<file path="src/soec_pkg.sv">
// Package with register map, field positions and reset values
package soec_pkg;
  localparam logic [7:0] ADDR_CHAN_MODE   = 8'hd8;
  localparam logic [7:0] ADDR_EVENT_MASK  = 8'hd9;
  localparam logic [7:0] ADDR_BOOL_CFG    = 8'hda;
  localparam logic [7:0] ADDR_BOOL_INV    = 8'hdb;
  localparam logic [7:0] ADDR_DEF_PTR     = 8'hdd;
  localparam logic [7:0] RST_CHAN_MODE    = 8'h07;
  localparam logic [7:0] RST_EVENT_MASK   = 8'h3f;
  localparam logic [7:0] RST_BOOL_CFG     = 8'h00;
  localparam logic [7:0] RST_BOOL_INV     = 8'h00;
  localparam logic [7:0] RST_DEF_PTR      = 8'h10;
  localparam logic [7:0] USE_CHAN_MODE    = 8'h0f;
  localparam logic [7:0] USE_EVENT_MASK   = 8'h3f;
  localparam logic [7:0] USE_BOOL_CFG     = 8'h0f;
  localparam logic [7:0] USE_BOOL_INV     = 8'h07;
  localparam int BIT_BLOCKER  = 3;
  localparam int BIT_AND_OR   = 3;
  localparam int EV_AUTOTUNE  = 5;
  localparam int EV_COMP      = 4;
  localparam int EV_BOOL      = 3;
  localparam int EV_NOISE     = 2;
  localparam int EV_TOUCH     = 1;
  localparam int EV_PROXIMITY_EVENT      = 0;
  localparam int NUM_CHAN     = 3;
  typedef enum logic [2:0] {
    ST_IDLE   = 3'b001,
    ST_WINDOW = 3'b010,
    ST_CONV   = 3'b100
  } soec_state_t;
endpackage

</file>
<file path="src/soec_combine.sv">
// Boolean combination of the channel outputs
`timescale 1ns/1ps
module soec_combine #(
  parameter int N = 3
) (
  input  wire logic [N-1:0] chan_in,
  input  wire logic [N-1:0] select,
  input  wire logic [N-1:0] invert,
  input  wire logic         use_or,
  output logic              bool_out
);
  logic [N-1:0] pol;
  logic [N-1:0] and_terms;
  logic [N-1:0] or_terms;
  // Invert first, then mask per channel
  genvar i;
  generate
    for (i = 0; i < N; i++) begin : g_ch
      assign pol[i]       = chan_in[i] ^ invert[i];
      assign and_terms[i] = pol[i] | ~select[i];
      assign or_terms[i]  = pol[i] & select[i];
    end
  endgenerate
  // Pick operator; no selection forces inactive
  always_comb begin
    if (select == '0) begin
      bool_out = 1'b0;
    end else if (use_or) begin
      bool_out = |or_terms;
    end else begin
      bool_out = &and_terms;
    end
  end
endmodule

</file>
<file path="src/soec_events.sv">
// Event detector gated by the event mask
`timescale 1ns/1ps
module soec_events (
  input  wire logic       clk,
  input  wire logic       nrst,
  input  wire logic [7:0] mask,
  input  wire logic       autotune_pass,
  input  wire logic       noise_seen,
  input  wire logic [2:0] comp_out,
  input  wire logic [2:0] touch_state,
  input  wire logic [2:0] proximity_event_state,
  input  wire logic       bool_out,
  output logic            event_hit
);
  import soec_pkg::*;
  logic [2:0] comp_q, next_comp_q;
  logic [2:0] touch_q, next_touch_q;
  logic [2:0] proximity_event_q, next_proximity_event_q;
  logic       bool_q, next_bool_q;
  // Remember last states for change detection
  always_comb begin
    next_comp_q  = comp_out;
    next_touch_q = touch_state;
    next_proximity_event_q  = proximity_event_state;
    next_bool_q  = bool_out;
  end
  always_ff @(posedge clk or negedge nrst) begin
    if (!nrst) begin
      comp_q  <= 3'h0;
      touch_q <= 3'h0;
      proximity_event_q  <= 3'h0;
      bool_q  <= 1'b0;
    end else begin
      comp_q  <= next_comp_q;
      touch_q <= next_touch_q;
      proximity_event_q  <= next_proximity_event_q;
      bool_q  <= next_bool_q;
    end
  end
  // Masked event sources
  assign event_hit =
      (mask[EV_AUTOTUNE] & autotune_pass)
    | (mask[EV_COMP] & (comp_out != comp_q))
    | (mask[EV_BOOL] & (bool_out != bool_q))
    | (mask[EV_NOISE] & noise_seen)
    | (mask[EV_TOUCH] & (touch_state != touch_q))
    | (mask[EV_PROXIMITY_EVENT] & (proximity_event_state != proximity_event_q));
endmodule

</file>
<file path="src/soec_top.sv">
// Output and communication configuration bank with window control
`timescale 1ns/1ps
module soec_top (
  input  wire logic       clk,
  input  wire logic       nrst,
  input  wire logic       reg_wr,
  input  wire logic       reg_rd,
  input  wire logic [7:0] reg_addr,
  input  wire logic [7:0] reg_wdata,
  output logic      [7:0] reg_rdata,
  output logic            reg_hit,
  input  wire logic       i2c_start,
  input  wire logic       i2c_stop,
  input  wire logic       addr_write,
  input  wire logic [7:0] addr_value,
  input  wire logic       byte_read,
  output logic      [7:0] active_ptr,
  input  wire logic       event_mode,
  input  wire logic       cycle_done,
  input  wire logic       conv_done,
  output logic            conv_start,
  output logic            window_open,
  output logic            ready_n,
  input  wire logic [2:0] chan_raw,
  input  wire logic [2:0] chan_comp,
  input  wire logic [2:0] touch_state,
  input  wire logic [2:0] proximity_event_state,
  input  wire logic       autotune_pass,
  input  wire logic       noise_seen,
  output logic      [2:0] chan_out,
  output logic      [2:0] comp_mode,
  output logic            bool_out
);
  import soec_pkg::*;
  logic [7:0] chan_mode, next_chan_mode;
  logic [7:0] ev_mask, next_ev_mask;
  logic [7:0] bool_cfg, next_bool_cfg;
  logic [7:0] bool_inv, next_bool_inv;
  logic [7:0] def_ptr, next_def_ptr;
  logic [7:0] next_rdata;
  logic       next_hit;
  logic [7:0] next_ptr;
  soec_state_t state, next_state;
  logic       next_conv_start;
  logic [2:0] sel_out;
  logic [2:0] blocked;
  logic       bool_raw;
  logic       event_hit;
  logic       open_now;

  // Register writes, unused bits dropped
  always_comb begin
    next_chan_mode = chan_mode;
    next_ev_mask   = ev_mask;
    next_bool_cfg  = bool_cfg;
    next_bool_inv  = bool_inv;
    next_def_ptr   = def_ptr;
    if (reg_wr) begin
      if (reg_addr == ADDR_CHAN_MODE) begin
        next_chan_mode = reg_wdata & USE_CHAN_MODE;
      end else if (reg_addr == ADDR_EVENT_MASK) begin
        next_ev_mask = reg_wdata & USE_EVENT_MASK;
      end else if (reg_addr == ADDR_BOOL_CFG) begin
        next_bool_cfg = reg_wdata & USE_BOOL_CFG;
      end else if (reg_addr == ADDR_BOOL_INV) begin
        next_bool_inv = reg_wdata & USE_BOOL_INV;
      end else if (reg_addr == ADDR_DEF_PTR) begin
        next_def_ptr = reg_wdata;
      end
    end
  end
  always_ff @(posedge clk or negedge nrst) begin
    if (!nrst) begin
      chan_mode <= RST_CHAN_MODE;
      ev_mask   <= RST_EVENT_MASK;
      bool_cfg  <= RST_BOOL_CFG;
      bool_inv  <= RST_BOOL_INV;
      def_ptr   <= RST_DEF_PTR;
    end else begin
      chan_mode <= next_chan_mode;
      ev_mask   <= next_ev_mask;
      bool_cfg  <= next_bool_cfg;
      bool_inv  <= next_bool_inv;
      def_ptr   <= next_def_ptr;
    end
  end

  // Register read path, unmapped reads zero
  always_comb begin
    next_rdata = 8'h00;
    next_hit   = 1'b0;
    if (reg_rd) begin
      next_hit = 1'b1;
      if (reg_addr == ADDR_CHAN_MODE) begin
        next_rdata = chan_mode;
      end else if (reg_addr == ADDR_EVENT_MASK) begin
        next_rdata = ev_mask;
      end else if (reg_addr == ADDR_BOOL_CFG) begin
        next_rdata = bool_cfg;
      end else if (reg_addr == ADDR_BOOL_INV) begin
        next_rdata = bool_inv;
      end else if (reg_addr == ADDR_DEF_PTR) begin
        next_rdata = def_ptr;
      end else begin
        next_hit = 1'b0;
      end
    end
  end
  always_ff @(posedge clk or negedge nrst) begin
    if (!nrst) begin
      reg_rdata <= 8'h00;
      reg_hit   <= 1'b0;
    end else begin
      reg_rdata <= next_rdata;
      reg_hit   <= next_hit;
    end
  end

  // Per channel mode, then blocker on channel 1
  genvar i;
  generate
    for (i = 0; i < NUM_CHAN; i++) begin : g_out
      assign sel_out[i] = chan_mode[i] ? chan_comp[i]
                                       : chan_raw[i];
      if (i == 1) begin : g_blk
        assign blocked[i] = sel_out[i];
      end else begin : g_blk
        assign blocked[i] = sel_out[i]
                          & ~(chan_mode[BIT_BLOCKER] & sel_out[1]);
      end
    end
  endgenerate
  assign comp_mode = chan_mode[2:0];

  soec_combine #(.N(NUM_CHAN)) u_comb (
    .chan_in  (blocked),
    .select   (bool_cfg[2:0]),
    .invert   (bool_inv[2:0]),
    .use_or   (bool_cfg[BIT_AND_OR]),
    .bool_out (bool_raw)
  );

  soec_events u_ev (
    .clk           (clk),
    .nrst          (nrst),
    .mask          (ev_mask),
    .autotune_pass (autotune_pass),
    .noise_seen    (noise_seen),
    .comp_out      (chan_comp),
    .touch_state   (touch_state),
    .proximity_event_state    (proximity_event_state),
    .bool_out      (bool_raw),
    .event_hit     (event_hit)
  );

  // Window opens per cycle, or only on events in event mode
  assign open_now = cycle_done & (~event_mode | event_hit);

  // Window and conversion sequencer with comms pointer
  always_comb begin
    next_state      = state;
    next_ptr        = active_ptr;
    next_conv_start = 1'b0;
    case (state)
      ST_IDLE: begin
        if (open_now) begin
          next_state = ST_WINDOW;
          next_ptr   = def_ptr;
        end else if (cycle_done) begin
          next_state      = ST_CONV;
          next_conv_start = 1'b1;
        end
      end
      ST_WINDOW: begin
        if (i2c_stop) begin
          next_state      = ST_CONV;
          next_conv_start = 1'b1;
        end else if (addr_write) begin
          next_ptr = addr_value;
        end else if (byte_read) begin
          next_ptr = active_ptr + 8'h01;
        end
      end
      ST_CONV: begin
        if (conv_done) begin
          next_state = ST_IDLE;
        end
      end
      default: begin
        next_state = ST_IDLE;
      end
    endcase
  end
  always_ff @(posedge clk or negedge nrst) begin
    if (!nrst) begin
      state      <= ST_IDLE;
      active_ptr <= RST_DEF_PTR;
      conv_start <= 1'b0;
      chan_out   <= 3'h0;
      bool_out   <= 1'b0;
    end else begin
      state      <= next_state;
      active_ptr <= next_ptr;
      conv_start <= next_conv_start;
      chan_out   <= blocked;
      bool_out   <= bool_raw;
    end
  end
  assign window_open = (state == ST_WINDOW);
  assign ready_n     = ~(state == ST_WINDOW);

  // Checks next to the sequencer
  blk_sup_a: assert property (@(posedge clk) disable iff (!nrst)
    (chan_mode[BIT_BLOCKER] && sel_out[1]) |-> (blocked[0] == 1'b0
      && blocked[2] == 1'b0))
    else $error("blocker did not suppress");
  mode_sel_a: assert property (@(posedge clk) disable iff (!nrst)
    !chan_mode[0] |-> sel_out[0] == chan_raw[0])
    else $error("direct mode wrong");
  ptr_load_a: assert property (@(posedge clk) disable iff (!nrst)
    (state == ST_IDLE && open_now) |=> active_ptr == $past(def_ptr))
    else $error("pointer not loaded");
  stop_conv_a: assert property (@(posedge clk) disable iff (!nrst)
    (state == ST_WINDOW && i2c_stop) |=> conv_start && state == ST_CONV)
    else $error("stop did not start conversion");
  rdy_low_a: assert property (@(posedge clk) disable iff (!nrst)
    (state == ST_CONV && !conv_done) |=> ready_n)
    else $error("ready released early");
  ev_gate_a: assert property (@(posedge clk) disable iff (!nrst)
    (state == ST_IDLE && cycle_done && event_mode && !event_hit)
      |=> state != ST_WINDOW)
    else $error("window without event");
  bool_none_a: assert property (@(posedge clk) disable iff (!nrst)
    bool_cfg[2:0] == 3'h0 |-> !bool_raw)
    else $error("boolean active with no selection");
  unused_a: assert property (@(posedge clk) disable iff (!nrst)
    bool_inv[7:3] == 5'h00 && ev_mask[7:6] == 2'h0
      && chan_mode[7:4] == 4'h0 && bool_cfg[7:4] == 4'h0)
    else $error("unused bit stored");
  win_c: cover property (@(posedge clk) disable iff (!nrst)
    state == ST_IDLE ##1 state == ST_WINDOW ##[1:20] state == ST_CONV);
  blk_c: cover property (@(posedge clk) disable iff (!nrst)
    chan_mode[BIT_BLOCKER] && sel_out[1] && sel_out[0]);
  ev_c: cover property (@(posedge clk) disable iff (!nrst)
    event_mode && cycle_done && event_hit);
endmodule

</file>
<file path="config.mk">
export PLATFORM = sky130hd
export DESIGN_NAME = soec_top
export DESIGN_NICKNAME = d
export VERILOG_FILES = /design/src/soec_pkg.sv /design/src/soec_combine.sv /design/src/soec_events.sv /design/src/soec_top.sv
export SDC_FILE = /design/constraint.sdc
export NUM_CORES = 1
export LEC_CHECK = 0
export ABC_CLOCK_PERIOD_IN_PS = 3370
export BUFFER_PORTS_ARGS = -buffer_cell sky130_fd_sc_hd__buf_2
export CAP_MARGIN = 10
export CORE_MARGIN = 2
export CORE_UTILIZATION = 53
export CTS_CLUSTER_DIAMETER = 40
export CTS_CLUSTER_SIZE = 12
export DETAILED_ROUTE_END_ITERATION = 7
export HOLD_SLACK_MARGIN = 0.06
export PLACE_DENSITY = 0.85
export SYNTH_ARGS = -nofsm -noshare
export SYNTH_HDL_FRONTEND = slang
export SYNTH_SLANG_ARGS = --single-unit
export TNS_END_PERCENT = 10
</file>
<file path="constraint.sdc">
create_clock -name clk -period 3.37 [get_ports clk]
set_input_delay 0.337 -clock clk [delete_from_list [all_inputs] [get_ports clk]]
set_output_delay 0.337 -clock clk [all_outputs]
set_load 0.01 [all_outputs]
</file>
==> results.py, run 1 <==
metrics = {
    "run_status": {
        "status": "finished, final reports clean",
    },
    "drt": {
        "drt_first_pass_iters": 4,
        "vias_per_cell": 5.51,
        "drt_iter0_drc": 132,
        "drt_drc_violations_left": 0,
        "wl_per_cell_um": 15.9,
        "vias": 2281,
        "detail-route-antenna-nets": 0,
        "drt_wl_total_um": 6600,
    },
    "timing": {
        "hold_viol": 0,
        "finalSetupViolCount": 0,
        "report.final.slew_viol_count": 0,
        "finalWorstSetupSlack_ns": 0.668,
        "fin_crit_ns": 2.70,
        "timing.fmax_mhz": 370,
        "rsz0062_at_grt": "no",
        "min_period_over_period": 0.802,
        "setup-tns-final_ns": 0,
        "worstMarginPinSlew_ns": 0.698,
        "fin_skew_ns": 0.00670,
        "relSlewSlack": 0.534,
    },
    "yosys": {
        "synth_seq_cells": 59,
        "synth_edf_count": 0,
        "netlist_instances": 257,
        "ys_warn_count": 0,
        "avgSynthCellArea_um2": 11.3,
        "async_reset_ff_frac": 1.00,
        "syn_nets": 307,
        "synth_flop_cell": "dfrtp_1",
        "synth_area_mm2": 0.00292,
        "synth.yosys.seq_area_share": 0.512,
        "synth_cell_type_count": 39,
    },
    "final_layout": {
        "n_antenna_cell": 0,
        "multi_input_area_mm2": 0.00134,
        "drive_above_1_share": 0.427,
        "synthToLayoutAreaGrowth_pct": 24.1,
        "final.fill_count": 452,
        "nets": 387,
        "register_area_mm2": 0.00149,
        "fin_util": 0.669,
    },
    "worst_setup_path": {
        "rr_endpoint": "active_ptr[1]",
        "critPathLaunchType": "flip-flop",
        "worstPathMaxFanout": 8,
        "cp-end-kind": "flip-flop",
        "path_class": "flip-flop to flip-flop",
        "startpoint": "chan_mode[1]",
        "regToRegStartpoint": "chan_mode[1]",
        "slowest_delay_ns": 0.56,
        "path_common_cell": "mux2_4",
        "reg2reg_setup_slack_ns": 0.67,
        "cp_cell_sequence": "mux2_4, a21oi_4, xnor2_1, a221o_1, a2111o_1, o311ai_4, mux2_4",
        "required_ns": 3.59,
        "critPathCapture": "active_ptr[1]",
        "r2r_cells": 7,
        "critPathSlowestCell": "dfstp_2",
        "cp.arrival_ns": 2.92,
    },
    "clocking": {
        "ctsResizeCount": 0,
        "clk_path_buf_depth": 2,
        "cts_buffers": 9,
        "cts_hold_buf": 0,
        "cts-root-buf": "clkbuf_8",
        "cts.sinks": 59,
        "h-tree-depth": 3,
        "cts_tree": "done",
        "insertion_delay_ns": 0.34,
        "clk_pin_slew_ns": 0.07,
        "postCtsSetupRepairBufs": 0,
    },
    "pwr": {
        "ir_drop_mv": 0.317,
        "swShare": 0.255,
        "finalPower_mw": 2.00,
        "leakagePower_nw": 1.76,
        "combPwrFrac": 0.163,
        "pwr-share-seq": 0.424,
        "power.internal_mw": 1.49,
        "power_per_cell_area_mw_per_mm2": 552,
        "p_clk_frac": 0.413,
        "switchingPower_mw": 0.508,
    },
    "die": {
        "io-pin-count": 76,
        "fp.dieW_um": 78.2,
        "core_area_mm2": 0.00541,
        "die_h_um": 78.2,
        "rows": 27,
        "fp.dieArea_mm2": 0.00611,
        "initial_utilization": 0.539,
    },
    "place": {
        "dp_slack_ns": 0.702,
        "place_hpwl_um": 4790,
        "io_buffers": 74,
        "place.gp.congestion": 0.831,
    },
    "flow_run": {
        "drv_cap": 0,
    },
    "global_routing": {
        "grt_max_degree": 34,
        "grt_pass1_wl_um": 10900,
        "grt_pass1_vias": 2240,
        "antenna_found_initial": 0,
        "grt_use_total": 0.234,
        "grt-ovfl-total": 0,
    },
    "hold_path": {
        "hp-class": "input port to async pin",
    },
}
[final cells by class]
type | instances | area share
well taps | 72 | 0.0249
inverters | 12 | 0.0125
clock inverters | 4 | 0.0263
repair buffers | 77 | 0.109
multi-input cells | 178 | 0.370
flip-flops and latches | 59 | 0.412
clock buffers | 12 | 0.0457
[how the worst min path moves through the flow]
stage | start | to | slack (ns) | cells past startpoint
global route | nrst | u_ev.proximity_event_q[0] | 0.1 | 1
CTS | nrst | u_ev.proximity_event_q[0] | 0.06 | 1
global placement | nrst | conv_start | 0.42 | 1
detailed placement | nrst | conv_start | 0.43 | 1
finish | nrst | u_ev.proximity_event_q[0] | 0.04 | 1
floorplan | nrst | active_ptr[0] | 0.04 | 0
[cell families (layout without fill, tap and decap cells)]
| kind of cell | Yosys count | in the layout | share of synthesized area |
|---|---|---|---|
| XOR/XNOR | 18 | 18 | 0.0541 |
| AND/OR/NAND/NOR | 65 | 65 | 0.103 |
| buffers and inverters | 20 | 105 | 0.0296 |
| adder cells (fa/ha/maj) | 1 | 1 | 0.00429 |
| multiplexers | 42 | 42 | 0.171 |
| AO/OA/AOI/OAI | 52 | 52 | 0.126 |
| flip-flops | 59 | 59 | 0.512 |
[power by group through the flow]
| stage | logic, mW | registers, mW | clock network (mW) |
|---|---|---|---|
| after detailed placement | 0.326 | 0.858 | 0 |
| after floorplan | 0.200 | 0.856 | 0 |
| after global placement | 0.313 | 0.853 | 0 |
| final | 0.326 | 0.848 | 0.825 |
| after global routing | 0.360 | 0.857 | 0.866 |
| after CTS | 0.329 | 0.846 | 0.835 |
[layout by cell type, fill, tap and decap left out, types with 6 or more instances in the layout]
cell type,n
nand3_1,9
mux2_2,27
nand2_1,18
o21ai_0,16
dfstp_2,12
nor2_1,20
dfrtp_1,47
buf_2,74
mux2_4,9
xnor2_1,9
inv_1,12
clkbuf_8,12
a21oi_1,12
xor2_1,9
mux2i_1,6
[per-stage QoR]
stage / hold WS, ns / cells / cell area, um^2
6_report: 0.0421 / 414 / 3620
5_1_grt: 0.0998 / 414 / 3620
4_1_cts: 0.0612 / 414 / 3620
3_5_place_dp: 0.427 / 398 / 3360
3_3_place_gp: 0.423 / 398 / 3360
2_1_floorplan: 0.0414 / 257 / 2920
[flip-flops by register name, indices dropped and copies added, names as in the netlist, 4 cells and up]
register    flops
bool_cfg        4
active_ptr      8
ev_mask         6
reg_rdata       8
def_ptr         8
chan_mode       4
[layer usage]
layer | GRT usage | wire length (um)
met1 | 0.308 | 2800
met2 | 0.378 | 3240
met3 | 0.0517 | 433
met4 | 0.0947 | 127
met5 | 0 | 0
[Yosys cell counts, types with 3 or more instances]
library cell / instances / area share
nor2_1: 20 / 0.026
xor2_1: 9 / 0.027
o21ai_0: 16 / 0.027
mux2_2: 27 / 0.10
mux2_4: 9 / 0.046
a21oi_1: 12 / 0.021
nor2b_1: 3 / 0.0064
nand3_1: 9 / 0.015
mux2i_1: 6 / 0.021
xnor2_1: 9 / 0.027
clkbuf_1: 5 / 0.0064
dfrtp_1: 47 / 0.40
nor3_1: 4 / 0.0069
inv_1: 12 / 0.015
dfstp_2: 12 / 0.11
a22oi_1: 5 / 0.013
and3_1: 5 / 0.011
buf_4: 3 / 0.0077
nand2_1: 18 / 0.023
[critical path, delay by kind of cell, from the launching register on]
family	cells	cell delay, ns
xor+xnor	1	0.11
compound gates	4	1.22
mux	2	0.70
flops	1	0.56
Note: power is estimated with default switching activity, not from simulation.
==> inputs of run 2 (changes only) <==
--- a/config.mk
+++ b/config.mk
@@ -5,16 +5,16 @@
 export SDC_FILE = /design/constraint.sdc
 export NUM_CORES = 1
 export LEC_CHECK = 0
-export ABC_CLOCK_PERIOD_IN_PS = 3370
+export ABC_CLOCK_PERIOD_IN_PS = 2300
 export BUFFER_PORTS_ARGS = -buffer_cell sky130_fd_sc_hd__buf_2
 export CAP_MARGIN = 10
 export CORE_MARGIN = 2
-export CORE_UTILIZATION = 53
+export CORE_UTILIZATION = 48
 export CTS_CLUSTER_DIAMETER = 40
 export CTS_CLUSTER_SIZE = 12
 export DETAILED_ROUTE_END_ITERATION = 7
 export HOLD_SLACK_MARGIN = 0.06
-export PLACE_DENSITY = 0.85
+export PLACE_DENSITY = 0.81
 export SYNTH_ARGS = -nofsm -noshare
 export SYNTH_HDL_FRONTEND = slang
 export SYNTH_SLANG_ARGS = --single-unit
==> constraint.sdc (replaced) <==
create_clock -name clk -period 2.3 [get_ports clk]
set_input_delay 0.23 -clock clk [delete_from_list [all_inputs] [get_ports clk]]
set_output_delay 0.23 -clock clk [all_outputs]
set_load 0.01 [all_outputs]
==> run 2 against run 1 <==
  * First-iteration DRC count is 30% higher
  * Critical endpoint unchanged
  * Utilization is 3.0 points lower
  * Count of clock-buffer cells in the layout is 3 higher
  * Worst hold slack better by 0.078 ns
  * Sequential power is 46% higher
  * Sequential share of layout area is 1.6 points lower
  * Non-clock buffer count is 18 higher
  * The flow now finishes with violations (setup timing)
  * Maximum frequency is 4.7% higher
  * Via count is 3.5% higher
==> results.py, run 2 (synthesized netlist as in run 1, its figures left out) <==
metrics = {
    "worst_setup_path": {
        "cp.arrival_ns": 2.80,
        "cp_top_family": "compound AO/OA/AOI/OAI gates",
        "slowest_delay_ns": 0.54,
        "r2r_cells": 7,
        "startpoint": "chan_mode[1]",
        "required_ns": 2.52,
        "cp-end-kind": "flip-flop",
        "worstPathMaxFanout": 8,
        "reg2reg_setup_slack_ns": -0.28,
        "cp.depth": 7,
        "cp_num_buf_inv": 0,
        "cp_cell_sequence": "mux2_4, a21oi_4, xnor2_2, a221o_1, a2111o_1, o311ai_4, mux2_4",
        "regToRegStartpoint": "chan_mode[1]",
        "rr_endpoint": "active_ptr[1]",
        "critPathLaunchType": "flip-flop",
        "path_common_cell": "mux2_4",
        "path_class": "flip-flop to flip-flop",
        "critPathCapture": "active_ptr[1]",
        "critPathSlowestCell": "dfstp_2",
    },
    "drt": {
        "vias_per_cell": 5.43,
        "wl_per_cell_um": 15.8,
        "wl_met2_um": 3290,
        "drt_wl_total_um": 6880,
        "drt_first_pass_iters": 4,
        "dr_wl_met3_um": 434,
        "drt_drc_violations_left": 0,
        "highest_layer": "met4",
        "vias": 2360,
        "drt_iter0_drc": 171,
        "detail-route-antenna-nets": 0,
        "wl_met1_um": 3020,
    },
    "timing": {
        "rsz0062_at_grt": "yes",
        "relSlewSlack": 0.567,
        "fin_skew_ns": 0.00582,
        "setup-tns-final_ns": -2.25,
        "finalSetupViolCount": 11,
        "finalWorstSetupSlack_ns": -0.281,
        "report.final.slew_viol_count": 0,
        "min_period_over_period": 1.12,
        "timing.fmax_mhz": 387,
        "fin_crit_ns": 2.58,
        "hold_viol": 0,
        "worstMarginPinSlew_ns": 0.647,
        "whs_ns": 0.120,
    },
    "global_routing": {
        "grt_max_degree": 31,
        "grt_pass1_vias": 2336,
        "grt_pass1_wl_um": 11000,
        "antenna_found_initial": 0,
        "grt-ovfl-total": 0,
        "grt_use_total": 0.225,
    },
    "final_layout": {
        "nets": 405,
        "n_antenna_cell": 0,
        "final.fill_count": 465,
        "synthToLayoutAreaGrowth_pct": 29.1,
        "reg.largest.list": "active_ptr (8), def_ptr (8), reg_rdata (8)",
        "drive_above_1_share": 0.433,
        "layout_commonest_cell": "buf_2",
        "final_cell_mix": "buf_2 (74), dfrtp_1 (47), mux2_2 (27)",
    },
    "place": {
        "io_buffers": 74,
        "place_hpwl_um": 5060,
        "place.gp.congestion": 0.892,
    },
    "run_status": {
        "status": "finished with violations",
        "failed_checks": "setup timing",
    },
    "pwr": {
        "leakagePower_nw": 1.84,
        "power_per_cell_area_mw_per_mm2": 742,
        "ir_drop_mv": 0.389,
    },
    "clocking": {
        "cts_tree": "done",
        "cts-root-buf": "clkbuf_8",
        "h-tree-depth": 3,
        "insertion_delay_ns": 0.33,
        "cts.sinks": 59,
        "clk_path_buf_depth": 2,
        "cts_buffers": 9,
        "clk_pin_slew_ns": 0.06,
    },
    "die": {
        "fp.dieArea_mm2": 0.00671,
        "rows": 28,
        "core_area_mm2": 0.00589,
        "fp.dieW_um": 81.9,
        "die_h_um": 81.9,
        "io-pin-count": 76,
        "initial_utilization": 0.495,
    },
    "flow_run": {
        "drv_cap": 0,
    },
    "hold_path": {
        "hp-class": "input port to flip-flop",
    },
}
-- run 2: cell count changes in the layout (fill, tap and decap cells not counted) --
cell | previous run | this run
buf_4 | 3 | 12
dlygate4sd3_1 | 0 | 9
bufinv_16 | 3 | 1
clkbuf_1 | 0 | 2
xnor2_1 | 9 | 7
xnor2_2 | 0 | 2
clkbuf_8 | 12 | 13
clkinv_2 | 1 | 0
mux2i_1 | 6 | 5
mux2i_4 | 0 | 1
-- run 2: through the flow --
step / instance area (um^2) / setup WS (ns) / power (mW) / std cells / utilization
final: 3760 / -0.281 / 2.79 / 435 / 0.639
after global routing: 3760 / -0.358 / 2.90 / 435 / 0.639
after CTS: 3750 / -0.276 / 2.80 / 435 / 0.638
after detailed placement: 3430 / -0.277 / 1.76 / 410 / 0.582
after global placement: 3430 / -0.192 / 1.74 / 410 / 0.582
after floorplan: 2920 / -0.139 / 1.55 / 257 / -
-- run 2: worst register-to-register path, stage by stage (launching register included) --
cell and delay, ns:
dfstp_2 0.54, mux2_4 0.34, a21oi_4 0.17, xnor2_2 0.09, a221o_1 0.36, a2111o_1 0.43, o311ai_4 0.19, mux2_4 0.35
-- run 2: power breakdown --
part / total (mW) / switching (mW) / internal, mW / leakage (nW)
Sequential: 1.24 / 0.0980 / 1.14 / 0.747
Clock: 1.02 / 0.402 / 0.621 / 0.110
Combinational: 0.529 / 0.261 / 0.268 / 0.979
-- run 2: worst min-delay path by stage --
stage	cells past startpoint	to	start	slack (ns)
final	2	u_ev.comp_q[1]	chan_comp[1]	0.12
after global routing	2	u_ev.comp_q[1]	chan_comp[1]	0.12
after CTS	2	u_ev.comp_q[1]	chan_comp[1]	0.11
after detailed placement	1	conv_start	nrst	0.1
after global placement	1	conv_start	nrst	0.1
after floorplan	0	active_ptr[0]	nrst	-0.07
-- run 2: repair_timing --
action	CTS	global route
resized for setup	3	1
hold endpoints to repair	17	0
pin swaps	3	0
gates cloned	0	0
hold buffers	9	0
endpoints found under the setup margin	11	11
setup buffers	0	0
-- run 2: per-layer routing --
| layer | vias up | global-route usage |
|---|---|---|
| li1 | 1114 | - |
| met1 | 1134 | 0.294 |
| met5 | - | 0 |
| met2 | 96 | 0.364 |
| met3 | 16 | 0.0484 |
| met4 | 0 | 0.0917 |
-- run 2: layout make-up --
cell class / instances / area (um^2) / share of cell area
Sequential cell: 59 / 1490 / 0.396
Clock inverter: 1 / 30.0 / 0.00798
Timing Repair Buffer: 95 / 551 / 0.146
Inverter: 12 / 45.0 / 0.0120
Clock buffer: 15 / 186 / 0.0496
Multi-Input combinational cell: 178 / 1370 / 0.363
Tap cell: 75 / 93.8 / 0.0249
==> inputs of run 3 (changes only) <==
--- a/config.mk
+++ b/config.mk
@@ -8,13 +8,14 @@
 export ABC_CLOCK_PERIOD_IN_PS = 2300
 export BUFFER_PORTS_ARGS = -buffer_cell sky130_fd_sc_hd__buf_2
 export CAP_MARGIN = 10
-export CORE_MARGIN = 2
+export CORE_ASPECT_RATIO = 1.5
+export CORE_MARGIN = 1
 export CORE_UTILIZATION = 48
 export CTS_CLUSTER_DIAMETER = 40
 export CTS_CLUSTER_SIZE = 12
 export DETAILED_ROUTE_END_ITERATION = 7
 export HOLD_SLACK_MARGIN = 0.06
-export PLACE_DENSITY = 0.81
+export PLACE_DENSITY = 0.76
 export SYNTH_ARGS = -nofsm -noshare
 export SYNTH_HDL_FRONTEND = slang
 export SYNTH_SLANG_ARGS = --single-unit
==> run 3 against run 2 <==
  * The flow still finishes with violations (setup timing)
  * First-iteration DRC count fell by 27%
  * Utilization rose by 1.3 points
  * Sequential power barely moved
  * Maximum frequency rose by 0.57%
  * Via count barely moved
  * Critical path depth did not move
  * Design area rose by 0.96%
  * Combinational power fell by 0.9%
  * Clock skew barely moved
  * Worst setup slack improved by 0.015 ns
  * Global-route usage rose by 1.2 points
  * Highest routed layer unchanged
==> results.py, run 3 (synthesized netlist as in run 1, its figures left out) <==
metrics = {
    "pwr": {
        "leakagePower_nw": 1.86,
        "ir_drop_mv": 0.737,
        "power_per_cell_area_mw_per_mm2": 765,
        "finalPower_mw": 2.91,
    },
    "global_routing": {
        "use_met1": 0.266,
        "grt-ovfl-total": 0,
        "antenna_found_initial": 0,
        "grt_max_degree": 60,
        "grt_use_total": 0.237,
        "grtUsageMet2": 0.399,
        "top_usage_layer": "met2",
        "grt_use_met3": 0.0505,
        "grt_pass1_wl_um": 11300,
        "grt_pass1_vias": 2459,
    },
    "worst_setup_path": {
        "critPathLaunchType": "flip-flop",
        "cp-end-kind": "flip-flop",
        "cp_top_family": "compound AO/OA/AOI/OAI gates",
        "worstPathMaxFanout": 8,
        "cp_num_buf_inv": 0,
        "slowest_delay_ns": 0.55,
        "path_class": "flip-flop to flip-flop",
        "critPathSlowestCell": "dfstp_2",
        "cp_cell_sequence": "mux2_4, a21oi_4, xnor2_2, a221o_1, a2111o_1, o311ai_4, mux2_4",
        "required_ns": 2.52,
        "cp.arrival_ns": 2.78,
        "path_common_cell": "mux2_4",
    },
    "final_layout": {
        "final-instance-count-excl-fill": 433,
        "synthToLayoutAreaGrowth_pct": 30.3,
        "nets": 406,
        "fin_area_mm2": 0.00380,
        "n_antenna_cell": 0,
        "layout_commonest_cell": "buf_2",
        "final_cell_mix": "buf_2 (74), dfrtp_1 (47), mux2_2 (27)",
        "drive_above_1_share": 0.438,
        "reg.largest.list": "active_ptr (8), def_ptr (8), reg_rdata (8)",
    },
    "clocking": {
        "postCtsSetupRepairBufs": 0,
        "cts_buffers": 9,
        "cts-root-buf": "clkbuf_8",
        "cts_tree": "done",
        "insertion_delay_ns": 0.33,
        "clk_path_buf_depth": 2,
        "h-tree-depth": 3,
        "clk_pin_slew_ns": 0.06,
        "cts.sinks": 59,
    },
    "place": {
        "dp_slack_ns": -0.271,
        "place_hpwl_um": 4970,
        "placed_area_mm2": 0.00343,
        "io_buffers": 74,
        "place.gp.congestion": 0.855,
        "dp.cells": 408,
    },
    "timing": {
        "report.final.slew_viol_count": 0,
        "worstMarginPinSlew_ns": 0.726,
        "relSlewSlack": 0.516,
        "min_period_over_period": 1.12,
        "finalWorstSetupSlack_ns": -0.266,
        "hold_viol": 0,
        "timing.fmax_mhz": 390,
        "rsz0062_at_grt": "yes",
        "fin_crit_ns": 2.57,
        "finalSetupViolCount": 11,
        "fin_skew_ns": 0.00631,
    },
    "drt": {
        "drt_wl_total_um": 6860,
        "vias_per_cell": 5.45,
        "drt_first_pass_iters": 4,
        "detail-route-antenna-nets": 0,
        "vias": 2359,
        "wl_per_cell_um": 15.8,
        "drt_drc_violations_left": 0,
        "drt_iter0_drc": 124,
    },
    "die": {
        "fp.dieArea_mm2": 0.00640,
        "die_h_um": 97.4,
        "initial_utilization": 0.500,
        "io-pin-count": 76,
        "fp.dieW_um": 65.6,
        "rows": 34,
        "core_area_mm2": 0.00583,
    },
    "flow_run": {
        "drv_cap": 0,
    },
    "run_status": {
        "status": "finished with violations",
        "failed_checks": "setup timing",
    },
    "hold_path": {
        "hp-class": "input port to flip-flop",
    },
}
[run 3: cell types whose count changed in the layout (fill, tap and decap cells not counted)]
cell	previous run	this run
a21oi_4	1	2
a21oi_2	2	1
clkbuf_1	2	1
bufinv_16	1	3
buf_4	12	13
clkinv_2	0	2
clkbuf_8	13	10
[run 3: final cells by class]
type / count / area, um^2
clock buffers: 11 / 141
clock inverters: 5 / 100
fillers: 448 / 2030
inverters: 12 / 45.0
multi-input cells: 178 / 1370
flip-flops and latches: 59 / 1490
well taps: 72 / 90.1
repair buffers: 96 / 558
[run 3: power breakdown]
group / switching [mW] / internal (mW)
clock network: 0.395 / 0.746
logic: 0.255 / 0.269
registers: 0.0974 / 1.14
[run 3: metal layers]
metal	share of wire	vias up
met4	0.025	0
met5	0	-
met2	0.54	99
met1	0.38	1128
li1	-	1117
met3	0.056	15
[run 3: final timing paths]
path	startpoint	endpoint	slack (ns)	depth (start not counted)
setup reg to reg	chan_mode[1]	active_ptr[5]	-0.27	7
hold / removal	reg_wdata[6]	def_ptr[6]	0.14	2
hold reg to reg	state[2]	state[0]	0.54	1
min in group asynchronous	nrst	chan_out[0]	0.57	3
max in group asynchronous	nrst	active_ptr[5]	1.25	3
setup / recovery	chan_mode[1]	active_ptr[5]	-0.27	7
[run 3: timing repair]
item                                   in CTS  in global routing
pin swaps                                   3                  1
setup endpoints to repair                  11                 11
gates resized for setup                     4                  1
hold buffers                                9                  0
endpoints found under the hold margin      51                  0
[run 3: stage by stage]
step           utilization  hold WS [ns]  TNS (ns)
2_1_floorplan            -       -0.0656     -1.07
3_3_place_gp         0.589         0.363     -1.52
3_5_place_dp         0.589         0.367     -2.35
4_1_cts              0.650         0.121     -2.16
5_1_grt              0.652         0.127     -2.76
6_report             0.652         0.140     -2.03
